$ cat src/shared/rng_csr_consts.svh
/*
 * Offsets, field positions, reset values and counts for the random
 * number generator and clock control register block.
 * Assumes: included by bare name from the design files; definitions only.
 */
`ifndef RNG_CSR_CONSTS_SVH
`define RNG_CSR_CONSTS_SVH

// ----------------------------------------------------------------------
// register addresses on the unit control register bus
// ----------------------------------------------------------------------
`define CLK_CTL_ADDR 40'h8300000000
`define RNG_CTL_ADDR 40'h8300000020
`define RNG_DATA_ADDR 40'h8300000030

// ----------------------------------------------------------------------
// clock generator control word
// ----------------------------------------------------------------------
`define CLK_CTL_WIDTH 37
`define CLK_CTL_RESET 37'h01002011C1
`define CLK_CLAMP_BIT 36
`define CLK_MEM_STRETCH_LSB 34
`define CLK_CHAR_BIT 33
`define CLK_CHANGE_BIT 32
`define CLK_ALIGN_LSB 30
`define CLK_DTM2_BIT 29
`define CLK_DTM1_BIT 28
`define CLK_CORE_STRETCH_LSB 26
`define CLK_PHASE_BIT 25
`define CLK_MEM_DIV_LSB 18
`define CLK_CORE_DIV_LSB 12
`define CLK_FB_DIV_LSB 6
`define CLK_PRE_LSB 0
`define STRETCH_STEP_PS 8'h28

// ----------------------------------------------------------------------
// generator control word
// ----------------------------------------------------------------------
`define RNG_CTL_WIDTH 25
`define RNG_CTL_RESET 25'h0007C0F
`define RNG_SEL_LSB 0
`define RNG_MODE_BIT 3
`define RNG_ANLG_LSB 4
`define RNG_RATE_LSB 6
`define RNG_BYPASS_BIT 8
`define RNG_WAIT_LSB 9

// ----------------------------------------------------------------------
// random register constants and pacing
// ----------------------------------------------------------------------
`define RNG_POLY 64'h231DCEE91262B8A3
`define RNG_ALL_ONES 64'hFFFFFFFFFFFFFFFF
`define DIAG_GAP_CYCLES 17'h00040

`endif

$ cat src/shared/rng_csr_pkg.sv
/*
 * Types shared by the generator register block and its shift register.
 * Assumes: compiled before the design modules.
 */
package rng_csr_pkg;
	// one bit per noise cell, cell 2 in the top bit
	typedef logic [2:0] cell_sel_t;
	// register access sequencer
	typedef enum logic [2:0] {
		ST_IDLE = 3'h1,
		ST_PACE = 3'h2,
		ST_ANSWER = 3'h4
	} bus_state_t;
endpackage : rng_csr_pkg

$ cat src/hdl/random_shift_register.sv
/*
 * 64-bit random register: polynomial feedback or plain shifting, fed by
 * the exclusive-or of the enabled noise cells, flushed to all ones in polynomial mode.
 * Assumes: noise inputs already synchronised to clk_i.
 */
`timescale 1ns/100ps
`include "rng_csr_consts.svh"

module random_shift_register (
	// clock and reset
	input wire logic clk_i,
	input wire logic rst_b_i,
	// noise feed
	input wire rng_csr_pkg::cell_sel_t cell_enable_i,
	input wire logic [2:0] noise_i,
	// control
	input wire logic lfsr_mode_i,
	input wire logic flush_i,
	// state
	output logic feed_bit_o,
	output logic [63:0] data_o
);
	import rng_csr_pkg::*;

	logic [63:0] data_ff;
	logic [63:0] nxt_data;
	logic feed_bit;
	logic [63:0] shifted;
	logic [63:0] fb_mask;

	// ------------------------------------------------------------------
	// next value
	// ------------------------------------------------------------------
	// deselected cells contribute zero, so an empty select feeds zeros
	assign feed_bit = ^(noise_i & cell_enable_i);
	assign shifted = {data_ff[62:0], feed_bit};
	// galois form keeps the feedback one gate deep at 200 MHz
	assign fb_mask = data_ff[63] ? `RNG_POLY : 64'h0000000000000000;
	// diagnostic mode ignores the flush so captured noise stays visible
	assign nxt_data = (flush_i && lfsr_mode_i) ? `RNG_ALL_ONES :
		(lfsr_mode_i ? (shifted ^ fb_mask) : shifted);

	// register, reset to the flush state
	always_ff @(posedge clk_i or negedge rst_b_i) begin
		if (!rst_b_i) begin
			data_ff <= `RNG_ALL_ONES;
		end else begin
			data_ff <= nxt_data;
		end
	end

	assign feed_bit_o = feed_bit;
	assign data_o = data_ff;
endmodule : random_shift_register

$ cat src/hdl/rng_with_clock_csr.sv
/*
 * Random number generator with the clock unit register block: noise cell
 * selection, paced random data reads, and the clock generator control word
 * that reaches the generator only on warm reset.
 * Assumes: noise cells are asynchronous; warm_reset_i and the register bus
 * run on clk_i; a requester holds reg_req_i until reg_ack_o.
 */
`timescale 1ns/100ps
`include "rng_csr_consts.svh"

module rng_with_clock_csr (
	// clock and reset
	input wire logic clk_i,
	input wire logic rst_b_i,
	// unit control register bus
	input wire logic reg_req_i,
	input wire logic reg_write_i,
	input wire logic [39:0] reg_addr_i,
	input wire logic [63:0] reg_wdata_i,
	output logic reg_ack_o,
	output logic [63:0] reg_rdata_o,
	// noise cells
	input wire logic [2:0] noise_cell_i,
	output rng_csr_pkg::cell_sel_t cell_enable_o,
	output logic [5:0] osc_rate_o,
	output logic bias_bypass_o,
	output logic [1:0] analog_mux_sel_o,
	// clock generator
	input wire logic warm_reset_i,
	output logic clamp_filter_o,
	output logic char_in_o,
	output logic freq_change_o,
	output logic [1:0] memory_stretch_delay_o,
	output logic [7:0] memory_stretch_ps_o,
	output logic [1:0] core_stretch_delay_o,
	output logic [7:0] core_stretch_ps_o,
	output logic align_advance_o,
	output logic align_retard_o,
	output logic serial_test_mode_two_o,
	output logic serial_test_mode_one_o,
	output logic serdes_test_mode_o,
	output logic io_at_memory_rate_o,
	output logic stretch_phase_select_o,
	output logic [6:0] memory_vco_divider_o,
	output logic [5:0] core_vco_divider_o,
	output logic [5:0] feedback_divider_o,
	output logic [5:0] pre_scaler_o
);
	import rng_csr_pkg::*;

	// ------------------------------------------------------------------
	// declarations
	// ------------------------------------------------------------------
	logic [2:0] sync1_ff, sync2_ff, sync3_ff, noise_ff;
	logic [`RNG_CTL_WIDTH-1:0] rng_ctl_ff;
	logic [`CLK_CTL_WIDTH-1:0] clk_ctl_ff, applied_ff;
	logic [1:0] rate_ff [3];
	bus_state_t state_ff, nxt_state;
	logic [16:0] pace_ff, nxt_pace;
	logic [63:0] rdata_ff, rd_mux, rng_data;
	logic data_ans_ff, serdes_ff, feed_bit;
	logic [7:0] mem_ps_ff, core_ps_ff;
	cell_sel_t cell_en, wr_cell_en;
	logic [2:0] sel;
	logic lfsr_mode, hit_clk, hit_ctl, hit_data, data_rd, pace_busy;
	logic open_slot, take, wr_clk, wr_ctl;
	logic [15:0] wait_cnt;

	// select decode shared by the live select and a select being written
	function automatic cell_sel_t enable_of(input logic [2:0] s);
		logic multi;
		multi = (s[0] & s[1]) | (s[0] & s[2]) | (s[1] & s[2]);
		enable_of = multi ? 3'h7 : s;
	endfunction : enable_of

	// stretch code n stands for (n + 1) steps of 40 ps
	function automatic logic [7:0] stretch_ps(input logic [1:0] code);
		stretch_ps = 8'(({6'h00, code} + 8'h01) * `STRETCH_STEP_PS);
	endfunction : stretch_ps

	// ------------------------------------------------------------------
	// noise cell synchronisers
	// ------------------------------------------------------------------
	// three stages; a change counts only once stages two and three agree,
	// which filters the odd metastable resolution of a fast oscillator
	for (genvar i = 0; i < 3; i++) begin : g_noise
		always_ff @(posedge clk_i or negedge rst_b_i) begin
			if (!rst_b_i) begin
				sync1_ff[i] <= 1'h0;
				sync2_ff[i] <= 1'h0;
				sync3_ff[i] <= 1'h0;
				noise_ff[i] <= 1'h0;
			end else begin
				sync1_ff[i] <= noise_cell_i[i];
				sync2_ff[i] <= sync1_ff[i];
				sync3_ff[i] <= sync2_ff[i];
				if (sync2_ff[i] == sync3_ff[i]) begin
					noise_ff[i] <= sync3_ff[i];
				end
			end
		end
	end

	// ------------------------------------------------------------------
	// generator control decode
	// ------------------------------------------------------------------
	assign sel = rng_ctl_ff[`RNG_SEL_LSB +: 3];
	assign lfsr_mode = rng_ctl_ff[`RNG_MODE_BIT];
	assign wait_cnt = rng_ctl_ff[`RNG_WAIT_LSB +: 16];
	assign cell_en = enable_of(sel);
	assign wr_cell_en = enable_of(reg_wdata_i[`RNG_SEL_LSB +: 3]);

	random_shift_register u_shift (
		.clk_i(clk_i),
		.rst_b_i(rst_b_i),
		.cell_enable_i(cell_en),
		.noise_i(noise_ff),
		.lfsr_mode_i(lfsr_mode),
		.flush_i(data_ans_ff),
		.feed_bit_o(feed_bit),
		.data_o(rng_data)
	);

	// ------------------------------------------------------------------
	// register bus decode
	// ------------------------------------------------------------------
	assign hit_clk = (reg_addr_i == `CLK_CTL_ADDR);
	assign hit_ctl = (reg_addr_i == `RNG_CTL_ADDR);
	assign hit_data = (reg_addr_i == `RNG_DATA_ADDR);
	assign data_rd = hit_data && !reg_write_i;
	assign pace_busy = (pace_ff != 17'h00000);
	assign open_slot = (state_ff == ST_IDLE) || (state_ff == ST_PACE);
	// a data read waits out the pacing gap; other accesses never wait
	assign take = reg_req_i && open_slot && !(data_rd && pace_busy);
	assign wr_clk = take && reg_write_i && hit_clk;
	assign wr_ctl = take && reg_write_i && hit_ctl;
	// unmapped addresses read zero and ignore writes; data is read-only
	assign rd_mux = hit_clk ? {27'h0000000, clk_ctl_ff} :
		hit_ctl ? {39'h0000000000, rng_ctl_ff} :
		hit_data ? rng_data : 64'h0000000000000000;

	// access sequencer
	always_comb begin
		case (state_ff)
			ST_IDLE: begin
				if (take) begin
					nxt_state = ST_ANSWER;
				end else if (reg_req_i && data_rd) begin
					nxt_state = ST_PACE;
				end else begin
					nxt_state = ST_IDLE;
				end
			end
			ST_PACE: nxt_state = take ? ST_ANSWER : ST_PACE;
			ST_ANSWER: nxt_state = ST_IDLE;
			default: nxt_state = ST_IDLE;
		endcase
	end

	// gap load: N+1 so the next take lands N+2 cycles on, or 64 in diagnostics
	assign nxt_pace = (take && data_rd) ?
		(lfsr_mode ? ({1'h0, wait_cnt} + 17'h00001) : (`DIAG_GAP_CYCLES - 17'h00001)) :
		(pace_busy ? (pace_ff - 17'h00001) : pace_ff);

	always_ff @(posedge clk_i or negedge rst_b_i) begin
		if (!rst_b_i) begin
			state_ff <= ST_IDLE;
			pace_ff <= 17'h00000;
			data_ans_ff <= 1'h0;
			rdata_ff <= 64'h0000000000000000;
		end else begin
			state_ff <= nxt_state;
			pace_ff <= nxt_pace;
			data_ans_ff <= take && data_rd;
			if (take) begin
				// captured before the flush that this answer triggers
				rdata_ff <= reg_write_i ? 64'h0000000000000000 : rd_mux;
			end
		end
	end

	assign reg_ack_o = (state_ff == ST_ANSWER);
	assign reg_rdata_o = rdata_ff;

	// ------------------------------------------------------------------
	// generator control and per-cell oscillator rate
	// ------------------------------------------------------------------
	always_ff @(posedge clk_i or negedge rst_b_i) begin
		if (!rst_b_i) begin
			rng_ctl_ff <= `RNG_CTL_RESET;
		end else if (wr_ctl) begin
			rng_ctl_ff <= reg_wdata_i[`RNG_CTL_WIDTH-1:0];
		end
	end

	// each cell keeps its last rate; software must walk the cells singly
	for (genvar c = 0; c < 3; c++) begin : g_rate
		always_ff @(posedge clk_i or negedge rst_b_i) begin
			if (!rst_b_i) begin
				rate_ff[c] <= 2'h0;
			end else if (wr_ctl && wr_cell_en[c]) begin
				rate_ff[c] <= reg_wdata_i[`RNG_RATE_LSB +: 2];
			end
		end
		assign osc_rate_o[2*c +: 2] = rate_ff[c];
	end

	assign cell_enable_o = cell_en;
	assign bias_bypass_o = rng_ctl_ff[`RNG_BYPASS_BIT];
	assign analog_mux_sel_o = rng_ctl_ff[`RNG_ANLG_LSB +: 2];

	// ------------------------------------------------------------------
	// clock generator control word
	// ------------------------------------------------------------------
	// the readable copy updates at once; the applied copy only under warm
	// reset, so clocks never change beneath running logic
	always_ff @(posedge clk_i or negedge rst_b_i) begin
		if (!rst_b_i) begin
			clk_ctl_ff <= `CLK_CTL_RESET;
			applied_ff <= `CLK_CTL_RESET;
			serdes_ff <= 1'h0;
			mem_ps_ff <= `STRETCH_STEP_PS;
			core_ps_ff <= `STRETCH_STEP_PS;
		end else begin
			if (wr_clk) begin
				clk_ctl_ff <= reg_wdata_i[`CLK_CTL_WIDTH-1:0];
			end
			if (warm_reset_i) begin
				applied_ff <= clk_ctl_ff;
				mem_ps_ff <= stretch_ps(clk_ctl_ff[`CLK_MEM_STRETCH_LSB +: 2]);
				core_ps_ff <= stretch_ps(clk_ctl_ff[`CLK_CORE_STRETCH_LSB +: 2]);
			end
			serdes_ff <= warm_reset_i && (clk_ctl_ff[`CLK_DTM2_BIT] || clk_ctl_ff[`CLK_DTM1_BIT]);
		end
	end

	// applied field fan-out
	assign clamp_filter_o = applied_ff[`CLK_CLAMP_BIT];
	assign char_in_o = applied_ff[`CLK_CHAR_BIT];
	assign freq_change_o = applied_ff[`CLK_CHANGE_BIT];
	assign memory_stretch_delay_o = applied_ff[`CLK_MEM_STRETCH_LSB +: 2];
	assign core_stretch_delay_o = applied_ff[`CLK_CORE_STRETCH_LSB +: 2];
	assign memory_stretch_ps_o = mem_ps_ff;
	assign core_stretch_ps_o = core_ps_ff;
	// only memory domain sync pulses move; 11 behaves as no shift
	assign align_advance_o = (applied_ff[`CLK_ALIGN_LSB +: 2] == 2'h1);
	assign align_retard_o = (applied_ff[`CLK_ALIGN_LSB +: 2] == 2'h2);
	assign serial_test_mode_two_o = applied_ff[`CLK_DTM2_BIT];
	assign serial_test_mode_one_o = applied_ff[`CLK_DTM1_BIT];
	assign serdes_test_mode_o = serdes_ff;
	assign io_at_memory_rate_o = applied_ff[`CLK_DTM2_BIT] | applied_ff[`CLK_DTM1_BIT];
	assign stretch_phase_select_o = applied_ff[`CLK_PHASE_BIT];
	assign memory_vco_divider_o = applied_ff[`CLK_MEM_DIV_LSB +: 7];
	assign core_vco_divider_o = applied_ff[`CLK_CORE_DIV_LSB +: 6];
	assign feedback_divider_o = applied_ff[`CLK_FB_DIV_LSB +: 6];
	assign pre_scaler_o = applied_ff[`CLK_PRE_LSB +: 6];

	// ------------------------------------------------------------------
	// checks
	// ------------------------------------------------------------------
	// helper: distance between data read takes and the gap then required
	logic [16:0] since_ff;
	logic [16:0] need_ff;
	logic seen_ff, need_diag_ff;
	always_ff @(posedge clk_i or negedge rst_b_i) begin
		if (!rst_b_i) begin
			since_ff <= 17'h00000;
			need_ff <= 17'h00000;
			seen_ff <= 1'h0;
			need_diag_ff <= 1'h0;
		end else if (take && data_rd) begin
			since_ff <= 17'h00001;
			need_ff <= lfsr_mode ? ({1'h0, wait_cnt} + 17'h00002) : `DIAG_GAP_CYCLES;
			seen_ff <= 1'h1;
			need_diag_ff <= !lfsr_mode;
		end else if (since_ff != 17'h1FFFF) begin
			since_ff <= since_ff + 17'h00001;
		end
	end
endmodule : rng_with_clock_csr

$ cat config.mk
export PLATFORM = sky130hd
export DESIGN_NAME = rng_with_clock_csr
export DESIGN_NICKNAME = d
export VERILOG_FILES = /design/src/shared/rng_csr_pkg.sv /design/src/hdl/random_shift_register.sv /design/src/hdl/rng_with_clock_csr.sv
export VERILOG_INCLUDE_DIRS = /design/src /design/src/shared
export SDC_FILE = /design/constraint.sdc
export NUM_CORES = 1
export LEC_CHECK = 0
export BUFFER_PORTS_ARGS = -buffer_cell sky130_fd_sc_hd__buf_2
export CAP_MARGIN = 20
export CORE_UTILIZATION = 35
export DETAILED_ROUTE_END_ITERATION = 8
export GPL_ROUTABILITY_DRIVEN = 0
export PLACE_DENSITY_LB_ADDON = 0.15
export SYNTH_ARGS = -nofsm -noshare
export SYNTH_HDL_FRONTEND = slang
export SYNTH_SLANG_ARGS = --single-unit
$ cat constraint.sdc
create_clock -name clk_i -period 4.55 [get_ports clk_i]
set_input_delay 0.91 -clock clk_i [delete_from_list [all_inputs] [get_ports clk_i]]
set_output_delay 0.91 -clock clk_i [all_outputs]
set_load 0.005 [all_outputs]
======== Yosys cells after proc, flatten, opt, wreduce, memory -nomap -nowiden ========
Index checks and enable logic that the tools add are counted.
storage, ports and cells
  flip-flop bits (word level) ............. 277
  latch bits .............................. 0
  bits in writable memories ............... 0
  memory bits (read-only) ................. 0
  memories kept ........................... 0
operators by class
  add/sub/neg operators ................... 4
  multiply operators ...................... 2
  divide/modulo/power cells ............... 0
  magnitude comparators ................... 0
  equal/unequal tests ..................... 11
  shift-type cells ........................ 0
  multiplexer cells ....................... 16
  bitwise operators ....................... 13
  reduce and logical (&&, ||, !) cells .... 21
operator list
  operator               count
  $mux 64                6
  $eq 40x40->1 const B   3
  $xor 64x64->64         1
  $mux 62                1
  $mux 17                3
  $add 16x1->17 const B  1
  $reduce_bool 17->1     1
  $sub 17x1->17 const B  1
  $logic_and 1x1->1      14
  $mux 3                 4
  $mul 3x3->5 const B    2
  $add 2x1->3 const B    2
  $and 1x1->1            6
  $pmux 3 s2             1
  $or 1x1->1             5
  $and 3x3->3            1
  $eq 1x1->1             3
  $eq 3x1->1 const B     1
  $eq 3x2->1 const B     1
  $eq 3x3->1 const B     1
  $reduce_xor 3->1       1
  $eq 2x1->1 const B     1
  $eq 2x2->1 const B     1
  $logic_not 1->1        2
  other kinds (3)        4

======== Longest topological paths before layout ========
Gate-level depths: netlist of the first run.
  word-level depth ........................ 9
  gate-level depth with buffers ........... 10
  gate-level depth less buffers ........... 7

======== By module ========
Synthesis of the first run repeated with hierarchy kept, for this count alone.
second synthesis, totals
  cells, all modules ...................... 917
  area, all modules ....................... 11,927.7 sq um
by module, submodules not included
  module                 times used  cells an instance  area an instance (sq um)  sequential area each (sq um)
  rng_with_clock_csr     1           742                9,521.6                   5,315.1
  random_shift_register  1           175                2,406.1                   1,681.6

======== Worst setup path after synthesis of the first run ========
No wires, ideal clock.
  kind .................................... in2reg
  from .................................... in reg_addr_i[25]
  to ...................................... reg rate_ff (netlist bit osc_rate_o[0])
  library setup time ...................... 125 ps
  data arrival time ....................... 3,090 ps
  required time ........................... 4,425 ps
  slack ................................... 1,335 ps
  stages .................................. 6
  buffers on the path ..................... 1
  path through ............................ or4_4 or4_4 or4b_1 buf_6 nor2_1 mux2_2
between the ends
  longest elaborated chain between the ends .. 8
  elaborated cells between the ends (all ways) .. 9
ends and longest elaborated chain
  what                            RTL line                   text
  start: declaration              rng_with_clock_csr.sv:18   input wire logic [39:0] reg_addr_i,
  $eq 40x40->1 (no line)          --
  $logic_and 1x1->1               rng_with_clock_csr.sv:130  assign data_rd = hit_data && !reg_write_i;
  $logic_and 1x1->1               rng_with_clock_csr.sv:134  assign take = reg_req_i && open_slot && !(data_rd && pace_busy);
  $logic_not 1->1                 rng_with_clock_csr.sv:134
  $logic_and 1x1->1               rng_with_clock_csr.sv:134
  $logic_and 1x1->1               rng_with_clock_csr.sv:136  assign wr_ctl = take && reg_write_i && hit_ctl;
  $logic_and 1x1->1 *             rng_with_clock_csr.sv:136
  $logic_and 1x1->1 *             rng_with_clock_csr.sv:201  end else if (wr_ctl && wr_cell_en[c]) begin
  end signal: indexed assignment  rng_with_clock_csr.sv:202  rate_ff[c] <= reg_wdata_i[`RNG_RATE_LSB +: 2];
  end: declaration                rng_with_clock_csr.sv:57   logic [1:0] rate_ff [3];
Every way passes the cells marked *; elsewhere a longest branch is shown, timed or not.
A chain may end at the register's enable or synchronous reset.

======== Worst setup path after layout of the first run ========
  from .................................... in reg_addr_i[25]
  to ...................................... reg rate_ff (netlist bit osc_rate_o[1])
Same word-level chain as after synthesis.

==> results.md, run 1 <==
* Max Cap Viol at 0
* First-pass GRT wire length at 45800 µm
* Final #Nets at 1200
* Fin crit period at 3160 ps
* Post-synth EDFFs at 0
* Max Clock Freq at about 0.32 GHz
* Status: complete, no violations
* Post-synthesis simple-gate area fraction at 0.0956
* Maximum clock insertion buffer count at 3
* Comb pwr share at 0.050
* Gr usage total at 0.171
* Setup TNS at 0 ps
* H-Tree Depth at 1
* Mapped Cells at 902
* TritonCTS clock tree: built
* Initial DRC count at about 350
* Layout cell share with drive strength beyond 1 at 0.448
* # clock sinks at 275
* Met3 WL at about 1700 µm
* Die H at 186 µm
* Crit end category: flop
* Post-synthesis adder-cell area fraction at 0.00890
* Crit path kind: primary input to flop
* P_int at 0.00407 W
* DRC violations left at 0
* R2R Path Start: pace_ff[0]
* Yosys Warn Count at 0
* Peak supply drop at 0.000301 V
* Rows at 66
* #FFs+latches synth at 275
* Worst Clk Skew at 6.95 ps
* Final Hold Viols at 0
* Die W at 186 µm
* Reg2Reg Depth at 8
* Post-synthesis sequential area ratio at 0.593
* Worst-Margin Slew at 870 ps
* Main combinational cell family by area after synthesis: multiplexers
* GR Overflow Total at 0
* Final hold slack at around 350 ps
* Mux cell area share after synthesis at 0.113
* Met1 WL at ~13000 µm
* Number of setup buffers added after CTS at 0
* Total Power at 0.00526 W
* Via count at 7537
* Type of origin of the critical path: primary input
* Top layer in use: met4
* Worst-Skew Late Latency at about 550 ps
* Reg-to-reg critical path endpoint: reg_rdata_o[43]
* Final ANT Viol Nets at 0
* Initial Utilization at 0.359
* Crit path to: osc_rate_o[1]
* Routed wl met2 at 13600 µm
* Syn avg cell area at ~13 µm²
* Final HPWL from detailed placement at 18900 µm
* Io pins at 244
* Largest net degree at the start of global routing at 109
* Setup violations, final at 0
* Port bufs at 210
* Routed len/inst at 18.6 µm
* Hold WC Path Type: flop to flop
* Hold Buf Count CTS at 0
* Fin crit share at 0.694
* XOR/XNOR Fraction of Synth Area at 0.0423
* Synth Area in Compound Gates at 0.0971
* CP required at about 5000 ps
* Root buf cell: clkbuf_16
* P_sw at between 0.001 and 0.0015 W
* Post-CTS resize count at 0
* FFs w/ async S/R, synth at 1.00
* Vias per cell at around 5
* Worst R2R Setup Slack at 1400 ps
* Data arrival time of the worst path at 3590 ps
* Die footprint at 0.0345 mm²
* Syn Std Cell Area at 0.0118 mm²
* Total core area at between 0.03 and 0.04 mm²
* Drt pass-1 iters at 4
* PD cells at 371 mW/mm²
* Initial antenna violation count at 3
* Clock network fraction of total power at 0.479
* Leakage power at 7.08 nW
* P&R area growth vs syn at 20.1%
* Setup crit start: reg_addr_i[25]
* Vias in the first global route at between 7000 and 8000
* Clock Pin Slew Worst Setup and Hold Paths at approximately 60 ps
* Final Slew Violations at 0
* Net Sw Frac at 0.226
* Ys flop type: dfrtp_1
* Post-synthesis cell type count at 54
* Final WL at 28800 µm
* RSZ-0062 raised after global routing: false
* Max-slew headroom at 0.420
* CTS buffer count at 31
* Part of the power in registers at 0.471
* Crit-path max FO at 9
[registers in the layout, indices dropped and copies added (netlist names)]
signal / flops
reg_rdata_o: 64
u_shift.data_o: 64
applied_ff: 37
clk_ctl_ff: 37
rng_ctl_ff: 25
pace_ff: 17
osc_rate_o: 6
core_stretch_ps_o: 4
memory_stretch_ps_o: 4
noise_ff: 3
state_ff: 3
sync1_ff: 3
sync2_ff: 3
sync3_ff: 3
data_ans_ff: 1
serdes_test_mode_o: 1
[critical path, cell delays in order]
cell and delay, ps:
buf_2 100, or4_4 540, or4_4 570, or4b_2 830, nor2_1 280, mux2_2 360
[power groups by stage]
stage	sequential [W]	combinational [W]	clock (W)
floorplan	0.00251	0.000119	0
global placement	0.00252	0.000271	0
detailed placement	0.00252	0.000271	0
CTS	0.00248	0.000272	0.00260
global route	0.00248	0.000298	0.00270
finish	0.00248	0.000263	0.00252
[synth_stat cells, drive strengths merged (2+ instances only)]
| master | n | area share |
|---|---|---|
| inv | 13 | 0.0041 |
| nand2b | 62 | 0.033 |
| o31ai | 8 | 0.0051 |
| a22o | 27 | 0.020 |
| o221ai | 25 | 0.019 |
| a21oi | 13 | 0.0055 |
| maj3 | 3 | 0.0025 |
| a31oi | 8 | 0.0042 |
| a21o | 5 | 0.0032 |
| o22ai | 2 | 0.0011 |
| nor2b | 2 | 0.0011 |
| or2 | 3 | 0.0016 |
| xor2 | 43 | 0.032 |
| nand3 | 11 | 0.0047 |
| or4b | 2 | 0.0017 |
| ha | 6 | 0.0064 |
| clkbuf | 35 | 0.011 |
| mux2i | 6 | 0.0051 |
| buf | 55 | 0.035 |
| a22oi | 12 | 0.0076 |
| and2 | 2 | 0.0011 |
| nand3b | 2 | 0.0013 |
| nor2 | 12 | 0.0038 |
| dfstp | 92 | 0.20 |
| xnor2 | 14 | 0.010 |
| and4 | 3 | 0.0022 |
| nor3 | 11 | 0.0065 |
| dfrtp | 183 | 0.39 |
| or3 | 2 | 0.0011 |
| nand2 | 52 | 0.017 |
| o21ai | 4 | 0.0017 |
| o2bb2ai | 37 | 0.027 |
| nor4 | 11 | 0.0058 |
| nand4 | 10 | 0.0053 |
| mux2 | 107 | 0.11 |
| or4 | 10 | 0.0073 |
[metal layers]
| layer | up-vias | track usage |
|---|---|---|
| li1 | 3541 | - |
| met1 | 3799 | 0.233 |
| met2 | 155 | 0.279 |
| met3 | 42 | 0.0333 |
| met4 | 0 | 0.0446 |
| met5 | - | 0 |
[metrics by stage]
stage | cells | setup slack (ps) | area [µm²] | utilization
6_report | 1549 | 1390 | 14200 | 0.432
5_1_grt | 1548 | 1150 | 14200 | 0.431
4_1_cts | 1546 | 1340 | 14100 | 0.430
3_5_place_dp | 1489 | 795 | 13100 | 0.399
3_3_place_gp | 1489 | 826 | 13100 | 0.399
2_1_floorplan | 907 | 1340 | 11800 | -
[worst min-delay path by stage]
stage,startpoint,endpoint,depth (start not counted)
3_3_place_gp,sync1_ff[2],sync2_ff[2],0
3_5_place_dp,sync1_ff[1],sync2_ff[1],0
4_1_cts,sync1_ff[1],sync2_ff[1],0
5_1_grt,sync1_ff[1],sync2_ff[1],0
2_1_floorplan,sync1_ff[0],sync2_ff[0],0
6_report,sync1_ff[1],sync2_ff[1],0
[cell families (layout without fill, tap and decap cells)]
logic type                 count (synthesis)  after routing
xor gates and xnor gates                  57             57
adders and majority gates                  9              9
and+or+nand+nor                          199            199
DFF                                      275            275
buffers and inverters                    103            302
other                                      1              7
AOI/OAI and AO/OA                        145            145
muxes                                    113            113
[cell usage in the layout, fill, tap and decap left out, types with 7 or more instances in the layout]
cell type,instances
clkbuf_1,7
a21oi_1,13
nor2_1,12
inv_1,13
o31ai_1,7
nand3_1,11
clkbuf_16,31
or4_1,7
a22o_1,27
o221ai_1,25
xor2_1,43
a22oi_1,12
nor3_1,8
o2bb2ai_1,37
buf_4,19
buf_2,209
xnor2_1,14
mux2_2,87
nand4_1,10
nor4_1,11
dfstp_2,92
a31oi_1,8
nand2_1,49
clkbuf_8,10
dfrtp_1,183
nand2b_1,62
mux2_4,20
[cell type report]
class                           count  area (µm²)
Antenna cell                        1        2.50
Tap cell                          442         553
Inverter                           13        48.8
Clock buffer                       48         940
Clock inverter                      9         105
Sequential cell                   275        7000
Fill cell                        3176       18700
Multi-Input combinational cell    529        4270
Timing Repair Buffer              232        1270
(Power assumes the default switching activity.)
==> inputs of run 2 (changes only) <==
clock period = 3 ns   (was 4.55 ns; I/O delays follow)
==> results.md, run 2 (synthesized netlist as in run 1, its figures left out) <==
* Type of origin of the critical path: primary input
* DRC violations left at 0 (unchanged)
* Setup violations, final at 0 (unchanged)
* Placed Area at 0.0133 mm² (+1.6%)
* Via count at 7728 (+2.5%)
* Rows at 66 (unchanged)
* Post-CTS resize count at 0 (unchanged)
* Data arrival time of the worst path at 3180 ps (-410 ps)
* First-pass GRT wire length at 46400 µm (+1.3%)
* Total core area at 0.0329 mm² (unchanged)
* Crit-path max FO at 14 (+5)
* Commonest non-fill, non-tap cell in the layout: buf_2
* H-Tree Depth at 2 (+1)
* Initial DRC count at 356 (+1.4%)
* CTS buffer count at 34 (+9.7%)
* Design Area, Final at 0.0144 mm² (+1.6%)
* Maximum clock insertion buffer count at 3 (unchanged)
* Vias per cell at 4.92 (+1.0%)
* Final Hold Viols at 0 (unchanged)
* Initial antenna violation count at 2 (-1)
* RSZ-0062 raised after global routing: false
* Routed len/inst at 18.4 µm (-1.0%)
* Hold Buf Count CTS at 0 (unchanged)
* Number of setup buffers added after CTS at 0 (unchanged)
* Leakage power at 7.22 nW (+1.9%)
* TritonCTS clock tree: built
* Final WL at 28900 µm (+0.46%)
* Final hold slack at 42.0 ps (-307 ps)
* Gr usage total at 0.175 (+0.00352)
* Max-slew headroom at 0.415 (-0.00500)
* Worst-Margin Slew at 875 ps (+4.41 ps)
* Total Power at 0.00819 W (+56%)
* Status: complete, no violations
* Final #Nets at 1220 (+1.7%)
* Max Cap Viol at 0 (unchanged)
* # clock sinks at 275 (unchanged)
* CP required at 3380 ps (-1610 ps)
* Io pins at 244 (unchanged)
* GR Overflow Total at 0 (unchanged)
* Vias in the first global route at 8066 (+2.2%)
* Peak supply drop at 0.000342 V (+14%)
* Worst Clk Skew at 7.88 ps (+0.931 ps)
* Setup TNS at 0 ps (unchanged)
* Max Clock Freq at 0.358 GHz
* Worst-Skew Late Latency at 500 ps (-50 ps)
* Layout cell share with drive strength beyond 1 at 0.454 (+0.00634)
* Largest net degree at the start of global routing at 70 (-36%)
* Final Slew Violations at 0 (unchanged)
* PD cells at 568 mW/mm² (+53%)
* Drt pass-1 iters at 4 (unchanged)
* Die H at 186 µm (unchanged)
* Final design utilization at 0.439 (+0.00708)
* Die footprint at 0.0345 mm² (unchanged)
* Initial Utilization at 0.359 (unchanged)
* Final HPWL from detailed placement at 19500 µm (+3.2%)
* Root buf cell: clkbuf_16
* P&R area growth vs syn at 22.1%
* Port bufs at 210 (unchanged)
* Crit end category: flop
* Die W at 186 µm (unchanged)
* Most frequent cells in the layout: 209 x buf_2, 183 x dfrtp_1, 92 x dfstp_2
* Crit path kind: primary input to flop
* Fin crit period at 2800 ps
* Hold WC Path Type: primary input to asynchronous set/reset pin
* Reg2Reg Depth at 8 (unchanged)
* Fin crit share at 0.932
* Final ANT Viol Nets at 0 (unchanged)
* Clock Pin Slew Worst Setup and Hold Paths at 60 ps (about the same)
==> run 2: where the power goes <==
group | switching, W | internal (W)
Combinational | 0.000292 | 0.000151
Sequential | 0.0000163 | 0.00374
Clock | 0.00153 | 0.00246
Total | 0.00184 | 0.00636
==> run 2: area by class of cell <==
| cell class | instances | area, µm² |
|---|---|---|
| Multi-Input combinational cell | 529 | 4270 |
| Timing Repair Buffer | 249 | 1440 |
| Antenna cell | 2 | 5.00 |
| Clock inverter | 8 | 65.1 |
| Fill cell | 3174 | 18500 |
| Tap cell | 442 | 553 |
| Sequential cell | 275 | 7000 |
| Clock buffer | 54 | 1040 |
| Inverter | 13 | 48.8 |
==> run 2: per-stage QoR <==
stage | worst slack (ps) | instances
3_3_place_gp | -315 | 1508
6_report | 204 | 1572
5_1_grt | 188 | 1571
3_5_place_dp | -339 | 1508
4_1_cts | 192 | 1570
2_1_floorplan | 95.4 | 907
==> run 2: final timing paths <==
path | from | to | slack (ps)
worst max-delay path | reg_addr_i[25] | rng_ctl_ff[15] | 200
worst min-delay path | rst_b_i | reg_rdata_o[57] | 40
worst max register to register | pace_ff[0] | reg_rdata_o[44] | 500
worst min register to register | sync1_ff[1] | sync2_ff[1] | 350
max in group asynchronous | rst_b_i | u_shift.data_o[34] | 2100
min in group clk_i | noise_cell_i[2] | sync1_ff[2] | 200
==> run 2: critical path, stage by stage <==
cell and delay (ps):
buf_2 100, or4_4 530, or4_4 540, or4b_2 780, buf_4 290, mux2_4 320
==> run 2: metal layers <==
| metal | vias to the layer above | share of wire | track usage |
|---|---|---|---|
| met5 | - | 0 | 0 |
| met4 | 0 | 0.020 | 0.0511 |
| met3 | 39 | 0.049 | 0.0383 |
| met2 | 171 | 0.47 | 0.282 |
| met1 | 3927 | 0.46 | 0.234 |
| li1 | 3591 | - | - |
==> inputs of run 3 (changes only) <==
--- a/config.mk
+++ b/config.mk
@@ -10,4 +10,5 @@
 export CAP_MARGIN = 20
 export CORE_UTILIZATION = 35
+export CTS_CLUSTER_SIZE = 16
 export DETAILED_ROUTE_END_ITERATION = 8
 export GPL_ROUTABILITY_DRIVEN = 0
==> constraint.sdc (replaced) <==
create_clock -name clk_i -period 3 [get_ports clk_i]
set_input_delay 0.15 -clock clk_i [delete_from_list [all_inputs] [get_ports clk_i]]
set_output_delay 0.15 -clock clk_i [all_outputs]
set_load 0.005 [all_outputs]
==> results.md, run 3 (synthesized netlist as in run 1, its figures left out) <==
* Leakage power at 7.36 nW (+2.0%)
* Worst Clk Skew at 14.1 ps (+6.22 ps)
* Die W at 186 µm (unchanged)
* Final ANT Viol Nets at 0 (unchanged)
* Hold WC Path Type: primary input to flop
* Routed len/inst at 18.2 µm (-1.1%)
* Reg-to-reg critical path endpoint: state_ff[1]
* R2R Path Start: pace_ff[0]
* Commonest non-fill, non-tap cell in the layout: buf_2
* Clock Pin Slew Worst Setup and Hold Paths at 60 ps (about the same)
* Final Worst Setup Slack at 284 ps (+80.7 ps)
* Crit-path max FO at 17 (+3)
* PD cells at 562 mW/mm² (-1.2%)
* Final #Nets at 1249 (+2.4%)
* Final Non-Filler Cells at 1597 (+1.6%)
* Hold Startpoint: warm_reset_i
* Fin crit share at 0.905 (-0.0269)
* Worst Hold Depth at 2
* First-pass GRT wire length at 46000 µm (-0.92%)
* Drt pass-1 iters at 4 (unchanged)
* Hold EP: core_stretch_ps_o[3]
* Most frequent cells in the layout: 209 x buf_2, 183 x dfrtp_1, 92 x dfstp_2
* Dpl ws at 65.9 ps (+405 ps)
* Initial DRC count at 374 (+5.1%)
* Final Slew Violations at 0 (unchanged)
* Final WL at 29100 µm (+0.50%)
* Max-slew headroom at 0.314 (-0.101)
* Die footprint at 0.0345 mm² (unchanged)
* H-Tree Depth at 1 (-1)
* Vias per cell at 4.84 (-1.5%)
* Total core area at 0.0329 mm² (unchanged)
* Crit end category: flop
* GR Overflow Total at 0 (unchanged)
* Initial Utilization at 0.359 (unchanged)
* Setup TNS at 0 ps (unchanged)
* Io pins at 244 (unchanged)
* Data arrival time of the worst path at 3150 ps (-30 ps)
* Total Power at 0.00831 W (+1.4%)
* Final Hold Viols at 0 (unchanged)
* Layout cell share with drive strength beyond 1 at 0.437 (-0.0167)
* CP required at 3430 ps (+50 ps)
* Final design utilization at 0.450 (+0.0115)
* Vias in the first global route at 8028 (-0.47%)
* Reg2Reg Depth at 9 (+1)
* Maximum clock insertion buffer count at 3 (unchanged)
* Port bufs at 210 (unchanged)
* Worst-Margin Slew at 1020 ps (+147 ps)
* Largest net degree at the start of global routing at 81 (+16%)
* Worst-Skew Late Latency at 550 ps (+50 ps)
* Status: complete, no violations
* Initial antenna violation count at 0 (-2)
* Post-CTS resize count at 0 (unchanged)
* Max Cap Viol at 0 (unchanged)
* Gr usage total at 0.171 (-0.00368)
* Fin crit period at 2720 ps (-80.7 ps)
* Final HPWL from detailed placement at 19200 µm (-1.3%)
* RSZ-0062 raised after global routing: false
* Crit path kind: flop to flop
* Rows at 66 (unchanged)
* Worst R2R Setup Slack at 280 ps (-220 ps)
* Peak supply drop at 0.000377 V (+10%)
* Max Clock Freq at 0.368 GHz (+3.0%)
* Ant diodes at 0 (-2)
* Die H at 186 µm (unchanged)
* P&R area growth vs syn at 25.3%
* TritonCTS clock tree: built
* Setup violations, final at 0 (unchanged)
* # clock sinks at 275 (unchanged)
* Via count at 7734 (+0.078%)
* Cells after DPL at 1498 (-0.66%)
* Root buf cell: clkbuf_16
* Type of origin of the critical path: flop
* CTS buffer count at 30 (-12%)
* DRC violations left at 0 (unchanged)
-- run 3: layer usage --
metal | global-route usage | part of all wire
met1 | 0.230 | 0.46
met2 | 0.282 | 0.48
met3 | 0.0342 | 0.052
met4 | 0.0393 | 0.014
met5 | 0 | 0
-- run 3: how the worst max path moves through the flow --
stage / cells past startpoint / start / end / slack, ps
4_1_cts: 9 / pace_ff[0] / state_ff[1] / 280
2_1_floorplan: 10 / pace_ff[0] / reg_rdata_o[41] / 430
6_report: 9 / pace_ff[0] / state_ff[1] / 280
3_5_place_dp: 6 / reg_addr_i[25] / osc_rate_o[0] / 70
3_3_place_gp: 6 / reg_addr_i[25] / osc_rate_o[1] / 110
5_1_grt: 9 / pace_ff[0] / state_ff[1] / 150
-- run 3: layout make-up --
class | count | area (µm²)
fill | 3106 | 18100
sequential | 275 | 7000
multi-input combinational | 529 | 4270
timing repair buffer | 282 | 1810
clock buffer | 41 | 883
tap | 442 | 553
clock inverter | 15 | 235
inverter | 13 | 48.8
-- run 3: timing repair --
action / 4_1_cts / 5_1_grt
setup buffers: 0 / 0
endpoints found under the hold margin: 140 / 0
hold buffers: 43 / 0
-- run 3: stage by stage --
stage	hold WS [ps]	instance area (µm²)
2_1_floorplan	-146	11800
3_3_place_gp	176	13200
3_5_place_dp	178	13200
4_1_cts	12.8	14800
5_1_grt	30.8	14800
6_report	23.9	14800
-- run 3: critical path, cell delays in order, from the launching register on --
cell and delay, ps:
dfrtp_1 410, inv_1 70, ha_1 200, or4b_1 500, nor3_2 330, nand2_2 130, buf_4 230, nand4_1 110
a21oi_1 70, dlygate4sd3_1 540
-- run 3: report_power, final --
group	total, W	internal, W	switching (W)
Sequential	0.00375	0.00374	0.0000144
Clock	0.00409	0.00257	0.00152
Combinational	0.000463	0.000171	0.000291
